--- src/tel_pkg.sv ---
/*
  constants shared by the status and telemetry readback block:
  command codes, status bit positions, storage slots, widths and thresholds.
  assumes nothing; imported by every design file of the block.
*/
package tel_pkg;

  // ----------------------------------------------------------------
  // widths
  // ----------------------------------------------------------------
  localparam int unsigned WORD_W = 16;
  localparam int unsigned CODE_W = 8;
  localparam int unsigned SLOT_W = 3;
  localparam int unsigned SLOTS  = 8;
  localparam int unsigned EXP_W  = 5;
  localparam int unsigned MANT_W = 11;

  // ----------------------------------------------------------------
  // command codes
  // ----------------------------------------------------------------
  localparam logic [CODE_W-1:0] CMD_VENDOR_STATUS = 8'h80;
  localparam logic [CODE_W-1:0] CMD_VIN           = 8'h88;
  localparam logic [CODE_W-1:0] CMD_IIN           = 8'h89;
  localparam logic [CODE_W-1:0] CMD_VOUT_VID      = 8'h8b;
  localparam logic [CODE_W-1:0] CMD_IOUT          = 8'h8c;
  localparam logic [CODE_W-1:0] CMD_TEMP          = 8'h8d;
  localparam logic [CODE_W-1:0] CMD_VOUT_LINEAR   = 8'hd4;

  // ----------------------------------------------------------------
  // vendor status byte layout
  // ----------------------------------------------------------------
  localparam int unsigned STS_PS_BIT    = 7;
  localparam int unsigned STS_PB_BIT    = 6;
  localparam int unsigned STS_CS_HI     = 5;
  localparam int unsigned STS_CS_LO     = 3;
  localparam int unsigned STS_RST_BIT   = 2;
  localparam int unsigned STS_FLOOR_BIT = 1;
  localparam int unsigned STS_PHASE_BIT = 0;
  localparam logic [7:0]  STS_RESET     = 8'h00;

  // ----------------------------------------------------------------
  // storage slots of linear words
  // ----------------------------------------------------------------
  localparam logic [SLOT_W-1:0] SLOT_VIN  = 3'h0;
  localparam logic [SLOT_W-1:0] SLOT_IIN  = 3'h1;
  localparam logic [SLOT_W-1:0] SLOT_VOUT = 3'h2;
  localparam logic [SLOT_W-1:0] SLOT_IOUT = 3'h3;
  localparam logic [SLOT_W-1:0] SLOT_TEMP = 3'h4;

  // ----------------------------------------------------------------
  // linear mantissa range and pre-bias threshold
  // ----------------------------------------------------------------
  localparam logic signed [WORD_W-1:0] MANT_MAX   = 16'sh03ff;
  localparam logic signed [WORD_W-1:0] MANT_MIN   = -16'sh0400;
  localparam logic signed [EXP_W-1:0]  EXP_STEP   = 5'sh01;
  localparam logic [WORD_W-1:0]        PREBIAS_MV = 16'h0abe;

endpackage

--- src/tel_mem_if.sv ---
/*
  carrier between the readback logic and its word store.
  assumes one clock; the store samples these on its clock edge.
*/
`timescale 1ns/1ps
interface tel_mem_if;
  import tel_pkg::*;
  logic                 we;
  logic [SLOT_W-1:0]    waddr;
  logic [WORD_W-1:0]    wdata;
  logic                 re;
  logic [SLOT_W-1:0]    raddr;
  logic [WORD_W-1:0]    rdata;

  modport user  (output we, output waddr, output wdata, output re, output raddr,
                 input rdata);
  modport store (input we, input waddr, input wdata, input re, input raddr,
                 output rdata);
endinterface

--- src/lin_encoder.sv ---
/*
  turns a signed raw measurement with its lsb exponent into a linear word.
  assumes one clock, asynchronous active-high reset, and a clock enable.
*/
`timescale 1ns/1ps
module lin_encoder
  import tel_pkg::*;
(
  // clock and reset
  input  wire logic                              sys_clk,
  input  wire logic                              sys_rst,
  input  wire logic                              ce,
  // raw sample
  input  wire logic                              in_valid,
  input  wire logic [tel_pkg::SLOT_W-1:0]        in_slot,
  input  wire logic signed [tel_pkg::WORD_W-1:0] in_value,
  input  wire logic signed [tel_pkg::EXP_W-1:0]  in_exp,
  // encoded word
  output logic                                   out_valid,
  output logic [tel_pkg::SLOT_W-1:0]             out_slot,
  output logic [tel_pkg::WORD_W-1:0]             out_word
);
  import tel_pkg::*;

  typedef struct packed {
    logic              valid;
    logic [SLOT_W-1:0] slot;
    logic [WORD_W-1:0] word;
  } enc_s;

  enc_s r;
  enc_s n;

  // halve until the mantissa fits; precision is traded for range, and an
  // exponent that overflows five bits wraps, so callers keep in_exp small
  function automatic logic [WORD_W-1:0] to_linear(input logic signed [WORD_W-1:0] v,
                                                  input logic signed [EXP_W-1:0] e);
    logic signed [WORD_W-1:0] m;
    logic signed [EXP_W-1:0]  x;
    m = v;
    x = e;
    for (int i = 0; i < int'(WORD_W - MANT_W); i++)
    begin
      if (m > MANT_MAX || m < MANT_MIN)
      begin
        m = m >>> 1;
        x = x + EXP_STEP;
      end
    end
    return {x, m[MANT_W-1:0]};
  endfunction

  always_comb
  begin
    n       = r;
    n.valid = in_valid;
    if (in_valid)
    begin
      n.slot = in_slot;
      n.word = to_linear(in_value, in_exp);
    end
  end

  always_ff @(posedge sys_clk or posedge sys_rst)
  begin
    if (sys_rst)
      r <= '0;
    else if (ce)
      r <= n;
  end

  assign out_valid = r.valid;
  assign out_slot  = r.slot;
  assign out_word  = r.word;
endmodule // lin_encoder

--- src/tel_mem.sv ---
/*
  small word store for the linear telemetry words, registered read data.
  assumes one clock, asynchronous active-high reset, and a clock enable.
*/
`timescale 1ns/1ps
module tel_mem
  import tel_pkg::*;
#(
  parameter int unsigned W = WORD_W,
  parameter int unsigned D = SLOTS
)
(
  // clock and reset
  input  wire logic sys_clk,
  input  wire logic sys_rst,
  input  wire logic ce,
  // port
  tel_mem_if.store  mif
);
  import tel_pkg::*;

  typedef struct packed {
    logic [D-1:0][W-1:0] words;
    logic [W-1:0]        rdata;
  } mem_s;

  mem_s r;
  mem_s n;

  always_comb
  begin
    n = r;
    // a write and a read of one slot in one cycle returns the old word
    if (mif.re)
      n.rdata = r.words[mif.raddr];
    if (mif.we)
      n.words[mif.waddr] = mif.wdata;
  end

  always_ff @(posedge sys_clk or posedge sys_rst)
  begin
    if (sys_rst)
      r <= '0;
    else if (ce)
      r <= n;
  end

  assign mif.rdata = r.rdata;

endmodule // tel_mem

--- src/tel_status_regs.sv ---
/*
  vendor fault status byte and telemetry readback commands.
  assumes the bus transaction layer presents one command code per request and
  takes the answer two enabled cycles later; fault detectors give one-cycle
  events, the measurement path gives raw samples with their lsb exponent.
*/
`timescale 1ns/1ps
module tel_status_regs
  import tel_pkg::*;
(
  // clock, reset, enable
  input  wire logic                              sys_clk,
  input  wire logic                              sys_rst,
  input  wire logic                              ce,
  // command from the bus layer
  input  wire logic                              cmd_valid,
  input  wire logic [tel_pkg::CODE_W-1:0]        cmd_code,
  input  wire logic                              clear_faults,
  // answer to the bus layer
  output logic                                   rd_valid,
  output logic [tel_pkg::CODE_W-1:0]             rd_code,
  output logic [tel_pkg::WORD_W-1:0]             rd_data,
  output logic                                   rd_unsupported,
  // fault events
  input  wire logic                              power_stage_fault,
  input  wire logic                              startup_active,
  input  wire logic [tel_pkg::WORD_W-1:0]        vout_mv,
  input  wire logic                              output_reset_fault,
  input  wire logic                              output_floor_fault,
  input  wire logic                              missing_phase_pulse_fault,
  // measurement samples
  input  wire logic                              meas_valid,
  input  wire logic [tel_pkg::SLOT_W-1:0]        meas_slot,
  input  wire logic signed [tel_pkg::WORD_W-1:0] meas_value,
  input  wire logic signed [tel_pkg::EXP_W-1:0]  meas_exp,
  input  wire logic                              vid_valid,
  input  wire logic [tel_pkg::WORD_W-1:0]        output_voltage_vid_code
);
  import tel_pkg::*;

  // ----------------------------------------------------------------
  // state
  // ----------------------------------------------------------------
  typedef struct packed {
    logic [7:0]        status;
    logic [WORD_W-1:0] vid;
    logic              pend;
    logic [CODE_W-1:0] pend_code;
    logic              ans_valid;
    logic [CODE_W-1:0] ans_code;
    logic [WORD_W-1:0] ans_data;
    logic              ans_bad;
  } regs_s;

  typedef enum {
    K_STATUS,
    K_LINEAR,
    K_VID,
    K_NONE
  } kind_e;

  regs_s r;
  regs_s n;

  tel_mem_if mif ();

  logic              enc_valid;
  logic [SLOT_W-1:0] enc_slot;
  logic [WORD_W-1:0] enc_word;

  // ----------------------------------------------------------------
  // command decode
  // ----------------------------------------------------------------
  function automatic kind_e cmd_kind(input logic [CODE_W-1:0] c);
    kind_e k;
    unique case (c)
      CMD_VENDOR_STATUS: k = K_STATUS;
      CMD_VIN,
      CMD_IIN,
      CMD_IOUT,
      CMD_TEMP,
      CMD_VOUT_LINEAR:   k = K_LINEAR;
      CMD_VOUT_VID:      k = K_VID;
      default:           k = K_NONE;
    endcase
    return k;
  endfunction

  function automatic logic [SLOT_W-1:0] cmd_slot(input logic [CODE_W-1:0] c);
    logic [SLOT_W-1:0] s;
    unique case (c)
      CMD_VIN:         s = SLOT_VIN;
      CMD_IIN:         s = SLOT_IIN;
      CMD_IOUT:        s = SLOT_IOUT;
      CMD_TEMP:        s = SLOT_TEMP;
      CMD_VOUT_LINEAR: s = SLOT_VOUT;
      default:         s = SLOT_VIN;
    endcase
    return s;
  endfunction

  // ----------------------------------------------------------------
  // linear conversion and word store
  // ----------------------------------------------------------------
  lin_encoder u_enc (
    .sys_clk   (sys_clk),
    .sys_rst   (sys_rst),
    .ce        (ce),
    .in_valid  (meas_valid),
    .in_slot   (meas_slot),
    .in_value  (meas_value),
    .in_exp    (meas_exp),
    .out_valid (enc_valid),
    .out_slot  (enc_slot),
    .out_word  (enc_word)
  );

  tel_mem u_mem (
    .sys_clk (sys_clk),
    .sys_rst (sys_rst),
    .ce      (ce),
    .mif     (mif.store)
  );

  assign mif.we    = enc_valid;
  assign mif.waddr = enc_slot;
  assign mif.wdata = enc_word;
  assign mif.re    = cmd_valid;
  assign mif.raddr = cmd_slot(cmd_code);

  // ----------------------------------------------------------------
  // next state
  // ----------------------------------------------------------------
  always_comb
  begin
    n           = r;
    n.ans_valid = 1'b0;

    // clear first so an event in the same cycle still lands
    if (clear_faults)
      n.status = STS_RESET;
    if (power_stage_fault)
      n.status[STS_PS_BIT] = 1'b1;
    if (startup_active && vout_mv > PREBIAS_MV)
      n.status[STS_PB_BIT] = 1'b1;
    if (output_reset_fault)
      n.status[STS_RST_BIT] = 1'b1;
    if (output_floor_fault)
      n.status[STS_FLOOR_BIT] = 1'b1;
    if (missing_phase_pulse_fault)
      n.status[STS_PHASE_BIT] = 1'b1;
    n.status[STS_CS_HI:STS_CS_LO] = '0;

    if (vid_valid)
      n.vid = output_voltage_vid_code;

    // stage 1 waits for the store's registered read data
    n.pend      = cmd_valid;
    n.pend_code = cmd_code;

    if (r.pend)
    begin
      n.ans_valid = 1'b1;
      n.ans_code  = r.pend_code;
      n.ans_bad   = 1'b0;
      unique case (cmd_kind(r.pend_code))
        K_STATUS: n.ans_data = {{(WORD_W-8){1'b0}}, r.status};
        K_LINEAR: n.ans_data = mif.rdata;
        K_VID:    n.ans_data = r.vid;
        K_NONE:
        begin
          n.ans_data = '0;
          n.ans_bad  = 1'b1;
        end
      endcase
    end
  end

  always_ff @(posedge sys_clk or posedge sys_rst)
  begin
    if (sys_rst)
      r <= '0;
    else if (ce)
      r <= n;
  end

  // ----------------------------------------------------------------
  // outputs
  // ----------------------------------------------------------------
  assign rd_valid       = r.ans_valid;
  assign rd_code        = r.ans_code;
  assign rd_data        = r.ans_data;
  assign rd_unsupported = r.ans_bad;
endmodule // tel_status_regs
--- config.mk ---
export PLATFORM = sky130hd
export DESIGN_NAME = tel_status_regs
export DESIGN_NICKNAME = d
export VERILOG_FILES = /design/src/tel_pkg.sv /design/src/tel_mem_if.sv /design/src/lin_encoder.sv /design/src/tel_mem.sv /design/src/tel_status_regs.sv
export SDC_FILE = /design/constraint.sdc
export NUM_CORES = 1
export LEC_CHECK = 0
export BUFFER_PORTS_ARGS = -buffer_cell sky130_fd_sc_hd__buf_2
export CORE_MARGIN = 2
export CORE_UTILIZATION = 32
export DETAILED_ROUTE_END_ITERATION = 6
export GPL_TIMING_DRIVEN = 0
export MAX_ROUTING_LAYER = met4
export SLEW_MARGIN = 10
export SYNTH_ARGS = -nofsm -noshare
export SYNTH_HDL_FRONTEND = slang
export SYNTH_HIERARCHICAL = 1
export SYNTH_SLANG_ARGS = --single-unit
--- constraint.sdc ---
create_clock -name sys_clk -period 8.8 [get_ports sys_clk]
set_clock_uncertainty 0.15 [all_clocks]
set_input_delay 1.32 -clock sys_clk [delete_from_list [all_inputs] [get_ports sys_clk]]
set_output_delay 1.32 -clock sys_clk [all_outputs]
set_load 0.02 [all_outputs]
==> flow_metrics.tcl, run 1 <==
set metrics [dict create \
    ys_seq_elements 220 \
    worstMarginPinSlew_ps 758 \
    preCtsSetupSlack_ps 2950 \
    clock_path_buffers 3 \
    fin_crit_sh 0.606 \
    period_needed_ps 5330 \
    rr_startpoint "r[27]$_DFFE_PP0P_" \
    n_fill_cell 3356 \
    r2r_setup_slack_ps 6530 \
    grt_util_all_layers 0.142 \
    ys_seq_area_frac 0.497 \
    ios 102 \
    path_max_fanout 10 \
    layout-drive-gt1-share 0.376 \
    start_util 0.323 \
    setup_tns_ps 0 \
    grt_max_degree 88 \
    die_w_microns 190 \
    fin_ws_ps 3470 \
    synth_edf_count 0 \
    drtIter0Drc 353 \
    vias 7474 \
    report.final.slew_viol_count 0 \
    numCtsBuffers 24 \
    whs_ps 324 \
    wl_per_cell_microns 16.1 \
    worstHoldStart "rd_code[1]$_DFFE_PP0P_" \
    synth_fp_nets 1012 \
    power_density_nw_per_um2 257 \
    fmax_mhz 188 \
    utilization 0.378 \
    dpl.hpwl_microns 18200 \
    yosysUniqueCellTypes 61 \
    wirelength_microns 24700 \
    drt.antenna.violating_nets 0 \
    h-tree-depth 1 \
    io_buffer_count 101 \
    hold_viol 0 \
    peakVddDrop_v 0.000129 \
    num-nets-final 1141 \
    hold_depth 2 \
    drc_errors 0 \
    synthCells 931 \
    cp.arrival_ps 5650 \
    power.total_mw 3.34 \
    cap_violations 0 \
    grt.overflow.total 0 \
    leakage_nw 6.08 \
    row_count 68 \
    outcome "completed" \
    grt_pass1_vias 7564 \
    die_y_microns 190 \
    syn_area_per_cell_sq_um 11.9 \
    reg2reg_to "rd_data[2]$_DFFE_PP0P_" \
    grt_first_pass_wirelength_microns 40700 \
    ys_warn_count 6 \
    rsz0062_at_grt "no" \
    hold_end "rd_code[1]$_DFFE_PP0P_" \
    setup_violations 0 \
    postCtsHoldBufs 0 \
    gp_congestion 0.797 \
    async_reset_ff_frac 1.00 \
    path_class "primary input to flop" \
    start_kind "primary input" \
    post_cts_buffers 0 \
    cts_tree "done" \
    antenna_found_initial 0 \
    area_growth_pct 17.0 \
    post_cts_resize_count 0 \
    hold_class "flop to flop" \
    ff2ff_path_depth 5 \
    die_area_sq_um 36100 \
    cts_root_buf "clkbuf_16" \
    slew-limit-headroom 0.494 \
    clk_latency_ps 530 \
    layout_commonest_cell "dfrtp_1" \
    first_pass_iters 4 \
    path_clk_slew_ps 60 \
    required_ps 9120 \
    cts_sinks 220 \
    netlist_area_sq_um 11100 \
    worstSetupEndpointType "flop" \
    synthFlopType "dfrtp_1" \
    final_cell_mix "dfrtp_1 (220), mux2_2 (171), buf_2 (121), nand2_1 (82), mux2i_1 (60)" \
    num_antenna_cells 0 \
    core_area_sq_um 34300 \
    avgViaCountPerCell 4.89 \
]
## cell families after synthesis
| group | Yosys count | synth area share |
|---|---|---|
| adders and majority gates | 5 | 0.00564 |
| buffers and inverters | 104 | 0.0551 |
| and+or+nand+nor | 194 | 0.0840 |
| DFF | 220 | 0.497 |
| xor gates and xnor gates | 17 | 0.0151 |
| muxes | 251 | 0.252 |
| AOI/OAI and AO/OA | 140 | 0.0920 |
## registers in the layout, summed over array words and instances (netlist names)
signal / count
r: 30
rd_code: 8
rd_data: 16
rd_unsupported: 1
rd_valid: 1
u_enc/out_slot: 3
u_enc/out_valid: 1
u_enc/out_word: 16
u_mem/mif.rdata: 16
u_mem/r: 128
## cell type report
class | instances | area [sq um] | share of cell area
plain buffers | 94 | 573 | 0.0442
clock buffers | 32 | 681 | 0.0525
clock inverters | 7 | 71.3 | 0.00550
inverters | 10 | 45.0 | 0.00347
multi-input cells | 607 | 4970 | 0.383
flip-flops and latches | 220 | 5510 | 0.425
well taps | 455 | 569 | 0.0439
repair buffers | 103 | 553 | 0.0426
## report_power, final
part           internal [mW]  total, mW  switching, mW  leakage (nW)
combinational          0.477      0.795          0.318          2.93
sequential              1.37       1.58          0.218          2.78
clock                  0.568      0.958          0.390         0.376
total                   2.41       3.34          0.926          6.08
## synth_stat cells, drive strengths merged (14+ instances only)
master	n	area [sq um]
dfrtp	220	5510
clkbuf	24	90.1
mux2i	60	601
nor2	33	131
a22o	28	245
mux2	191	2190
a21oi	14	70.1
o22ai	18	119
o31ai	17	128
nand3	20	100
buf	70	483
nand2	82	308
nor3	17	85.1
o21ai	19	95.1
## worst max path at each step
stage                     slack [ps]  depth (start not counted)                        endpoint      startpoint
after floorplan                 3360                         17  u_enc/out_word[15]$_DFFE_PP0P_  meas_value[14]
after global placement          1690                          2         u_mem/r[17]$_DFFE_PP0P_         sys_rst
after detailed placement        2950                         18  u_enc/out_word[15]$_DFFE_PP0P_  meas_value[14]
after CTS                       3490                         18  u_enc/out_word[15]$_DFFE_PP0P_  meas_value[14]
after global routing            3250                         18  u_enc/out_word[15]$_DFFE_PP0P_  meas_value[14]
final                           3470                         18  u_enc/out_word[15]$_DFFE_PP0P_  meas_value[14]
## critical path, cell delays in order
cell,delay (ps)
buf_2,110
or4_4,550
or3_1,310
buf_2,180
nand2_1,150
buf_4,230
xnor2_1,140
ha_1,250
a221oi_1,300
a31oi_1,110
ha_1,330
mux2_2,280
ha_1,280
mux2_2,300
ha_1,230
and3_4,160
a2111o_1,360
nand3_1,70
## through the flow
step / cell area, sq um / cells
floorplan: 11100 / 931
global placement: 12200 / 1487
detailed placement: 12200 / 1489
CTS: 13000 / 1528
global route: 13000 / 1528
finish: 13000 / 1528
## per-layer routing
metal,part of all wire,vias to the layer above,wire length (microns),global-route usage
li1,-,3596,-,-
met1,0.49,3680,12200,0.197
met2,0.44,171,10900,0.222
met3,0.048,27,1190,0.0212
met4,0.013,0,325,0.0265
met5,0,-,0,-
No activity file was read; power rests on OpenSTA's default activity.
==> run 2: changes to the inputs <==
- ABC_AREA: default -> 1
- clock period: 8.8 -> 5.4 ns (I/O delays scaled with it)
==> run 2 against run 1 <==
Effect of this change: design area increased by 7.6%; hold slack got worse by 110 ps; clock-buffer cell count up 11; highest routed layer unchanged.
==> flow_metrics.tcl, run 2 <==
set metrics [dict create \
    outcome "completed" \
    postCtsHoldBufs 0 \
    worstMarginPinSlew_ps 750 \
    power_density_nw_per_um2 389 \
    report.final.slew_viol_count 0 \
    switching_share 0.319 \
    dpl.cell_count 2148 \
    wl_per_cell_microns 14.9 \
    post_cts_resize_count 0 \
    grt_util_all_layers 0.176 \
    final_cells 2194 \
    post_cts_buffers 0 \
    start_util 0.326 \
    row_count 70 \
    gp_congestion 0.892 \
    drc_errors 0 \
    die_y_microns 197 \
    slew-limit-headroom 0.499 \
    first_pass_iters 7 \
    whs_ps 214 \
    avgViaCountPerCell 4.70 \
    power.share.clock 0.316 \
    grt.overflow.total 0 \
    peakVddDrop_v 0.000238 \
    final_cell_mix "nand2_1 (564), dfrtp_1 (220), inv_1 (182), nand3_1 (159), buf_2 (133)" \
    wirelength_microns 32600 \
    synth_top_area_frac 0.460 \
    synth.area.top_cells "dfrtp_1 (46%), nand2_1 (18%), nand3_1 (6.7%), inv_1 (5.8%), o21ai_0 (3.8%)" \
    vias 10300 \
    core_area_sq_um 36700 \
    largest_register_ffs 128 \
    required_ps 5670 \
    layout_commonest_cell "nand2_1" \
    power.total_mw 5.42 \
    cts_root_buf "clkbuf_16" \
    grt_pass1_vias 10100 \
    clock_path_buffers 3 \
    path_class "primary input to flop" \
    layout-drive-gt1-share 0.188 \
    period_needed_ps 3850 \
    hold_viol 0 \
    synth_common_cells "nand2_1 (564), dfrtp_1 (220), inv_1 (184)" \
    p_switching_mw 1.73 \
    fin_crit_sh 0.713 \
    numCtsBuffers 26 \
    die_w_microns 197 \
    synthFlopType "dfrtp_1" \
    preCtsSetupSlack_ps 991 \
    drt.antenna.violating_nets 0 \
    yosys.cell_count.top_type "nand2_1" \
    path_max_fanout 8 \
    cts_sinks 220 \
    regMostFlops "u_mem/r" \
    reg_top3 "u_mem/r x128, r x30" \
    num-nets-final 1789 \
    h-tree-depth 1 \
    yosysUniqueCellTypes 41 \
    pwr-share-seq 0.436 \
    combinationalPowerShare 0.247 \
    rsz0062_at_grt "no" \
    start_kind "primary input" \
    leakage_nw 7.29 \
    yosysTopAreaCell "dfrtp_1" \
    ios 102 \
    syn_area_per_cell_sq_um 7.58 \
    p_int_mw 3.69 \
    path_clk_slew_ps 60 \
    regArea_sq_um 5510 \
    fin_ws_ps 1550 \
    die_area_sq_um 38900 \
    clk_latency_ps 530 \
    ys_warn_count 6 \
    num_antenna_cells 0 \
    area_growth_pct 16.7 \
    async_reset_ff_frac 1.00 \
    ys_seq_elements 220 \
    synth_fp_nets 1658 \
    fmax_mhz 260 \
    antenna_found_initial 0 \
    grt_max_degree 81 \
    synth_edf_count 0 \
    cp.arrival_ps 4120 \
    n_fill_cell 3823 \
    hold_class "primary input to async pin" \
    cts_tree "done" \
    cap_violations 0 \
    io_buffer_count 101 \
    drtIter0Drc 574 \
    netlist_area_sq_um 12000 \
    worstSetupEndpointType "flop" \
    ys_seq_area_frac 0.460 \
    synthCells 1577 \
    multi_input_area_sq_um 4930 \
    setup_violations 0 \
    grt_first_pass_wirelength_microns 53100 \
    dpl.hpwl_microns 23900 \
]
[run 2: power by group through the flow]
stage / Clock, mW / Sequential (mW) / Combinational (mW)
3_5_place_dp: 0 / 2.39 / 1.34
5_1_grt: 1.83 / 2.43 / 1.54
3_3_place_gp: 0 / 2.37 / 1.31
4_1_cts: 1.76 / 2.36 / 1.35
6_report: 1.72 / 2.37 / 1.34
2_1_floorplan: 0 / 2.32 / 0.979
[run 2: final timing paths]
path,start,cells past startpoint,to,slack (ps)
min in group sys_clk,rd_valid$_DFFE_PP0P_,2,rd_valid$_DFFE_PP0P_,320
worst max-delay path,meas_value[15],23,u_enc/out_word[15]$_DFFE_PP0P_,1550
max in group asynchronous,sys_rst,3,u_mem/r[40]$_DFFE_PP0P_,4140
worst min-delay path,sys_rst,2,u_mem/r[109]$_DFFE_PP0P_,210
worst max register to register,u_enc/out_slot[0]$_DFFE_PP0P_,6,u_mem/r[133]$_DFFE_PP0P_,3920
worst min register to register,rd_valid$_DFFE_PP0P_,2,rd_valid$_DFFE_PP0P_,320
[run 2: critical path, cell delays in order]
cell and delay, ps:
buf_2 150, nor2_2 250, nand3_2 200, nand2_4 170, nand2_1 100, nand2_1 90, inv_1 40, ha_1 270
nand2_1 70, nand2_1 70, ha_1 290, or2_2 290, nand2_1 110, inv_1 50, ha_1 270, nand2_1 50
o21ai_1 190, ha_1 220, nand4_1 100, a21oi_1 140, nand2_1 70, nand3_1 60, nand2_1 50
[run 2: kinds of logic (layout without fill, tap and decap cells)]
family                   count (synthesis)  count (layout)  synth area share
buffers and inverters                  310             459             0.127
flip-flops                             220             220             0.460
AO/OA/AOI/OAI                          208             208             0.101
XOR/XNOR                                 3               3           0.00220
AND/OR/NAND/NOR                        814             814             0.288
multiplexers                            17              17            0.0163
adder cells (fa/ha/maj)                  5               5           0.00523
[run 2: layer usage]
layer  vias up  track usage  routed length (microns)
met4         0       0.0671                     1280
li1       5183            -                        -
met1      4812        0.228                    15000
met3        59       0.0249                     1530
met5         -            -                        0
met2       251        0.279                    14800
[run 2: metrics by stage]
step,cell area (sq um),utilization,TNS (ps)
2_1_floorplan,12000,-,0
3_3_place_gp,13000,0.356,-184720
3_5_place_dp,13100,0.357,0
4_1_cts,13900,0.380,0
5_1_grt,13900,0.380,0
6_report,13900,0.380,0
[run 2: final cells by class]
class / count / share of cell area
sequential: 220 / 0.395
buffer: 114 / 0.0561
inverter: 196 / 0.0533
clock inverter: 3 / 0.00287
multi-input combinational: 1047 / 0.354
timing repair buffer: 103 / 0.0396
clock buffer: 43 / 0.0578
tap: 468 / 0.0420
==> run 3: changes to the inputs <==
- clock period: 5.4 -> 3.8 ns (I/O delays scaled with it)
==> run 3 against run 2 <==
Effect of this change: final cell count is the same; sequential cell count unchanged; via count up 0.70%; critical endpoint unchanged; highest routed layer unchanged.
==> flow_metrics.tcl, run 3 (synthesis results as in run 2) <==
set metrics [dict create \
    hold_viol 0 \
    regMostFlops "u_mem/r" \
    p_switching_mw 2.44 \
    drtIter0Drc 779 \
    report.final.slew_viol_count 0 \
    cp.arrival_ps 3700 \
    wirelength_microns 32900 \
    crit_path_top_delay_cell "ha_1" \
    period_needed_ps 3440 \
    n_fill_cell 3859 \
    grt_pass1_vias 10100 \
    rsz0062_at_grt "no" \
    regArea_sq_um 5510 \
    peakVddDrop_v 0.000417 \
    worstMarginPinSlew_ps 740 \
    antenna_found_initial 0 \
    crit_family "simple AND/OR/NAND/NOR gates" \
    io_buffer_count 101 \
    cp_slowest_stage_delay_ps 290 \
    layout-drive-gt1-share 0.191 \
    final_area_sq_um 14000 \
    numCtsBuffers 25 \
    hold_end "u_enc/out_slot[0]$_DFFE_PP0P_" \
    switching_share 0.322 \
    worst-path-buf-inv 4 \
    setup_violations 0 \
    p_int_mw 5.16 \
    ff2ff_path_depth 6 \
    fin_crit_sh 0.905 \
    cts_tree "done" \
    path_max_fanout 8 \
    rr_startpoint "u_enc/out_slot[0]$_DFFE_PP0P_" \
    power_density_nw_per_um2 544 \
    ios 102 \
    start_util 0.326 \
    power.share.clock 0.305 \
    gp_congestion 0.904 \
    reg2reg_to "u_mem/r[133]$_DFFE_PP0P_" \
    clock_path_buffers 3 \
    clk_latency_ps 520 \
    combinationalPowerShare 0.252 \
    drc_errors 0 \
    fmax_mhz 291 \
    worstSetupEndpointType "flop" \
    multi_input_area_sq_um 4960 \
    grt_util_all_layers 0.178 \
    reg_top3 "u_mem/r x128, r x30" \
    wl_per_cell_microns 15.0 \
    h-tree-depth 1 \
    hold_depth 3 \
    die_w_microns 197 \
    drt.antenna.violating_nets 0 \
    start_kind "primary input" \
    core_area_sq_um 36700 \
    cts_sinks 220 \
    path_common_cell "nand2_1" \
    die_area_sq_um 38900 \
    vias 10400 \
    post_cts_buffers 0 \
    num_antenna_cells 0 \
    utilization 0.381 \
    final_cell_mix "nand2_1 (564), dfrtp_1 (220), inv_1 (182), nand3_1 (159), buf_2 (132)" \
    pwr-share-seq 0.443 \
    path_class "primary input to flop" \
    hold_class "primary input to flop" \
    grt.overflow.total 0 \
    dpl_cell_area_sq_um 13200 \
    area_growth_pct 16.9 \
    path_clk_slew_ps 60 \
    leakage_nw 7.29 \
    grt_max_degree 39 \
    required_ps 4060 \
    grt_first_pass_wirelength_microns 53600 \
    cap_violations 0 \
    die_y_microns 197 \
    num-nets-final 1792 \
    slew-limit-headroom 0.506 \
    outcome "completed" \
    r2r_setup_slack_ps 2320 \
    largest_register_ffs 128 \
    worstHoldStart "meas_slot[0]" \
    layout_commonest_cell "nand2_1" \
    cts_root_buf "clkbuf_16" \
    first_pass_iters 6 \
    avgViaCountPerCell 4.73 \
    row_count 70 \
    dpl.hpwl_microns 24300 \
]
run 3: layout make-up:
| type | count | share of cell area |
|---|---|---|
| multi-input combinational | 1047 | 0.355 |
| timing repair buffer | 107 | 0.0442 |
| sequential | 220 | 0.394 |
| buffer | 114 | 0.0560 |
| inverter | 196 | 0.0529 |
| tap | 468 | 0.0419 |
| clock inverter | 4 | 0.00322 |
| clock buffer | 38 | 0.0533 |
run 3: through the flow:
stage / setup TNS, ps / std cells / hold slack, ps / setup WS [ps] / total power, mW
after floorplan: 0 / 1577 / 292 / 186 / 4.69
after global placement: -884 / 2146 / 308 / -374 / 5.23
after detailed placement: -856 / 2151 / 305 / -358 / 5.30
after CTS: 0 / 2194 / 86.8 / 176 / 7.66
after global routing: 0 / 2194 / 106 / 29.2 / 8.13
final: 0 / 2194 / 97.2 / 361 / 7.60
run 3: worst max path at each step:
| stage | endpoint | cells past startpoint | start |
|---|---|---|---|
| 4_1_cts | u_enc/out_word[15]$_DFFE_PP0P_ | 23 | meas_value[15] |
| 3_5_place_dp | u_enc/out_word[15]$_DFFE_PP0P_ | 23 | meas_value[15] |
| 3_3_place_gp | u_enc/out_word[15]$_DFFE_PP0P_ | 23 | meas_value[15] |
| 5_1_grt | u_enc/out_word[15]$_DFFE_PP0P_ | 24 | meas_value[15] |
| 6_report | u_enc/out_word[15]$_DFFE_PP0P_ | 25 | meas_value[15] |
| 2_1_floorplan | u_enc/out_word[15]$_DFFE_PP0P_ | 22 | meas_value[14] |
run 3: timing repair:
item / in CTS / in global routing
hold buffers: 1 / 0
endpoints found under the hold margin: 19 / 0
endpoints found under the setup margin: 0 / 3
resized for setup: 0 / 6
run 3: per-layer routing:
| metal | vias up | routed length, microns | part of all wire | global-route usage |
|---|---|---|---|---|
| met4 | 0 | 661 | 0.020 | 0.0404 |
| met3 | 37 | 1530 | 0.046 | 0.0230 |
| li1 | 5187 | - | - | - |
| met1 | 4917 | 15100 | 0.46 | 0.230 |
| met5 | - | 0 | 0 | - |
| met2 | 236 | 15600 | 0.47 | 0.298 |
run 3: power groups by stage:
stage / registers (mW) / logic [mW] / clock network, mW
2_1_floorplan: 3.30 / 1.39 / 0
3_3_place_gp: 3.37 / 1.86 / 0
3_5_place_dp: 3.39 / 1.91 / 0
4_1_cts: 3.36 / 1.92 / 2.38
5_1_grt: 3.45 / 2.21 / 2.47
6_report: 3.36 / 1.92 / 2.32
run 3: worst reg2reg max path, delay by kind of cell, from the launching register on:
kind / cells / cell delay, ps
AOI/OAI and AO/OA: 1 / 60
buffers and inverters: 2 / 290
and+or+nand+nor: 3 / 430
DFF: 1 / 410
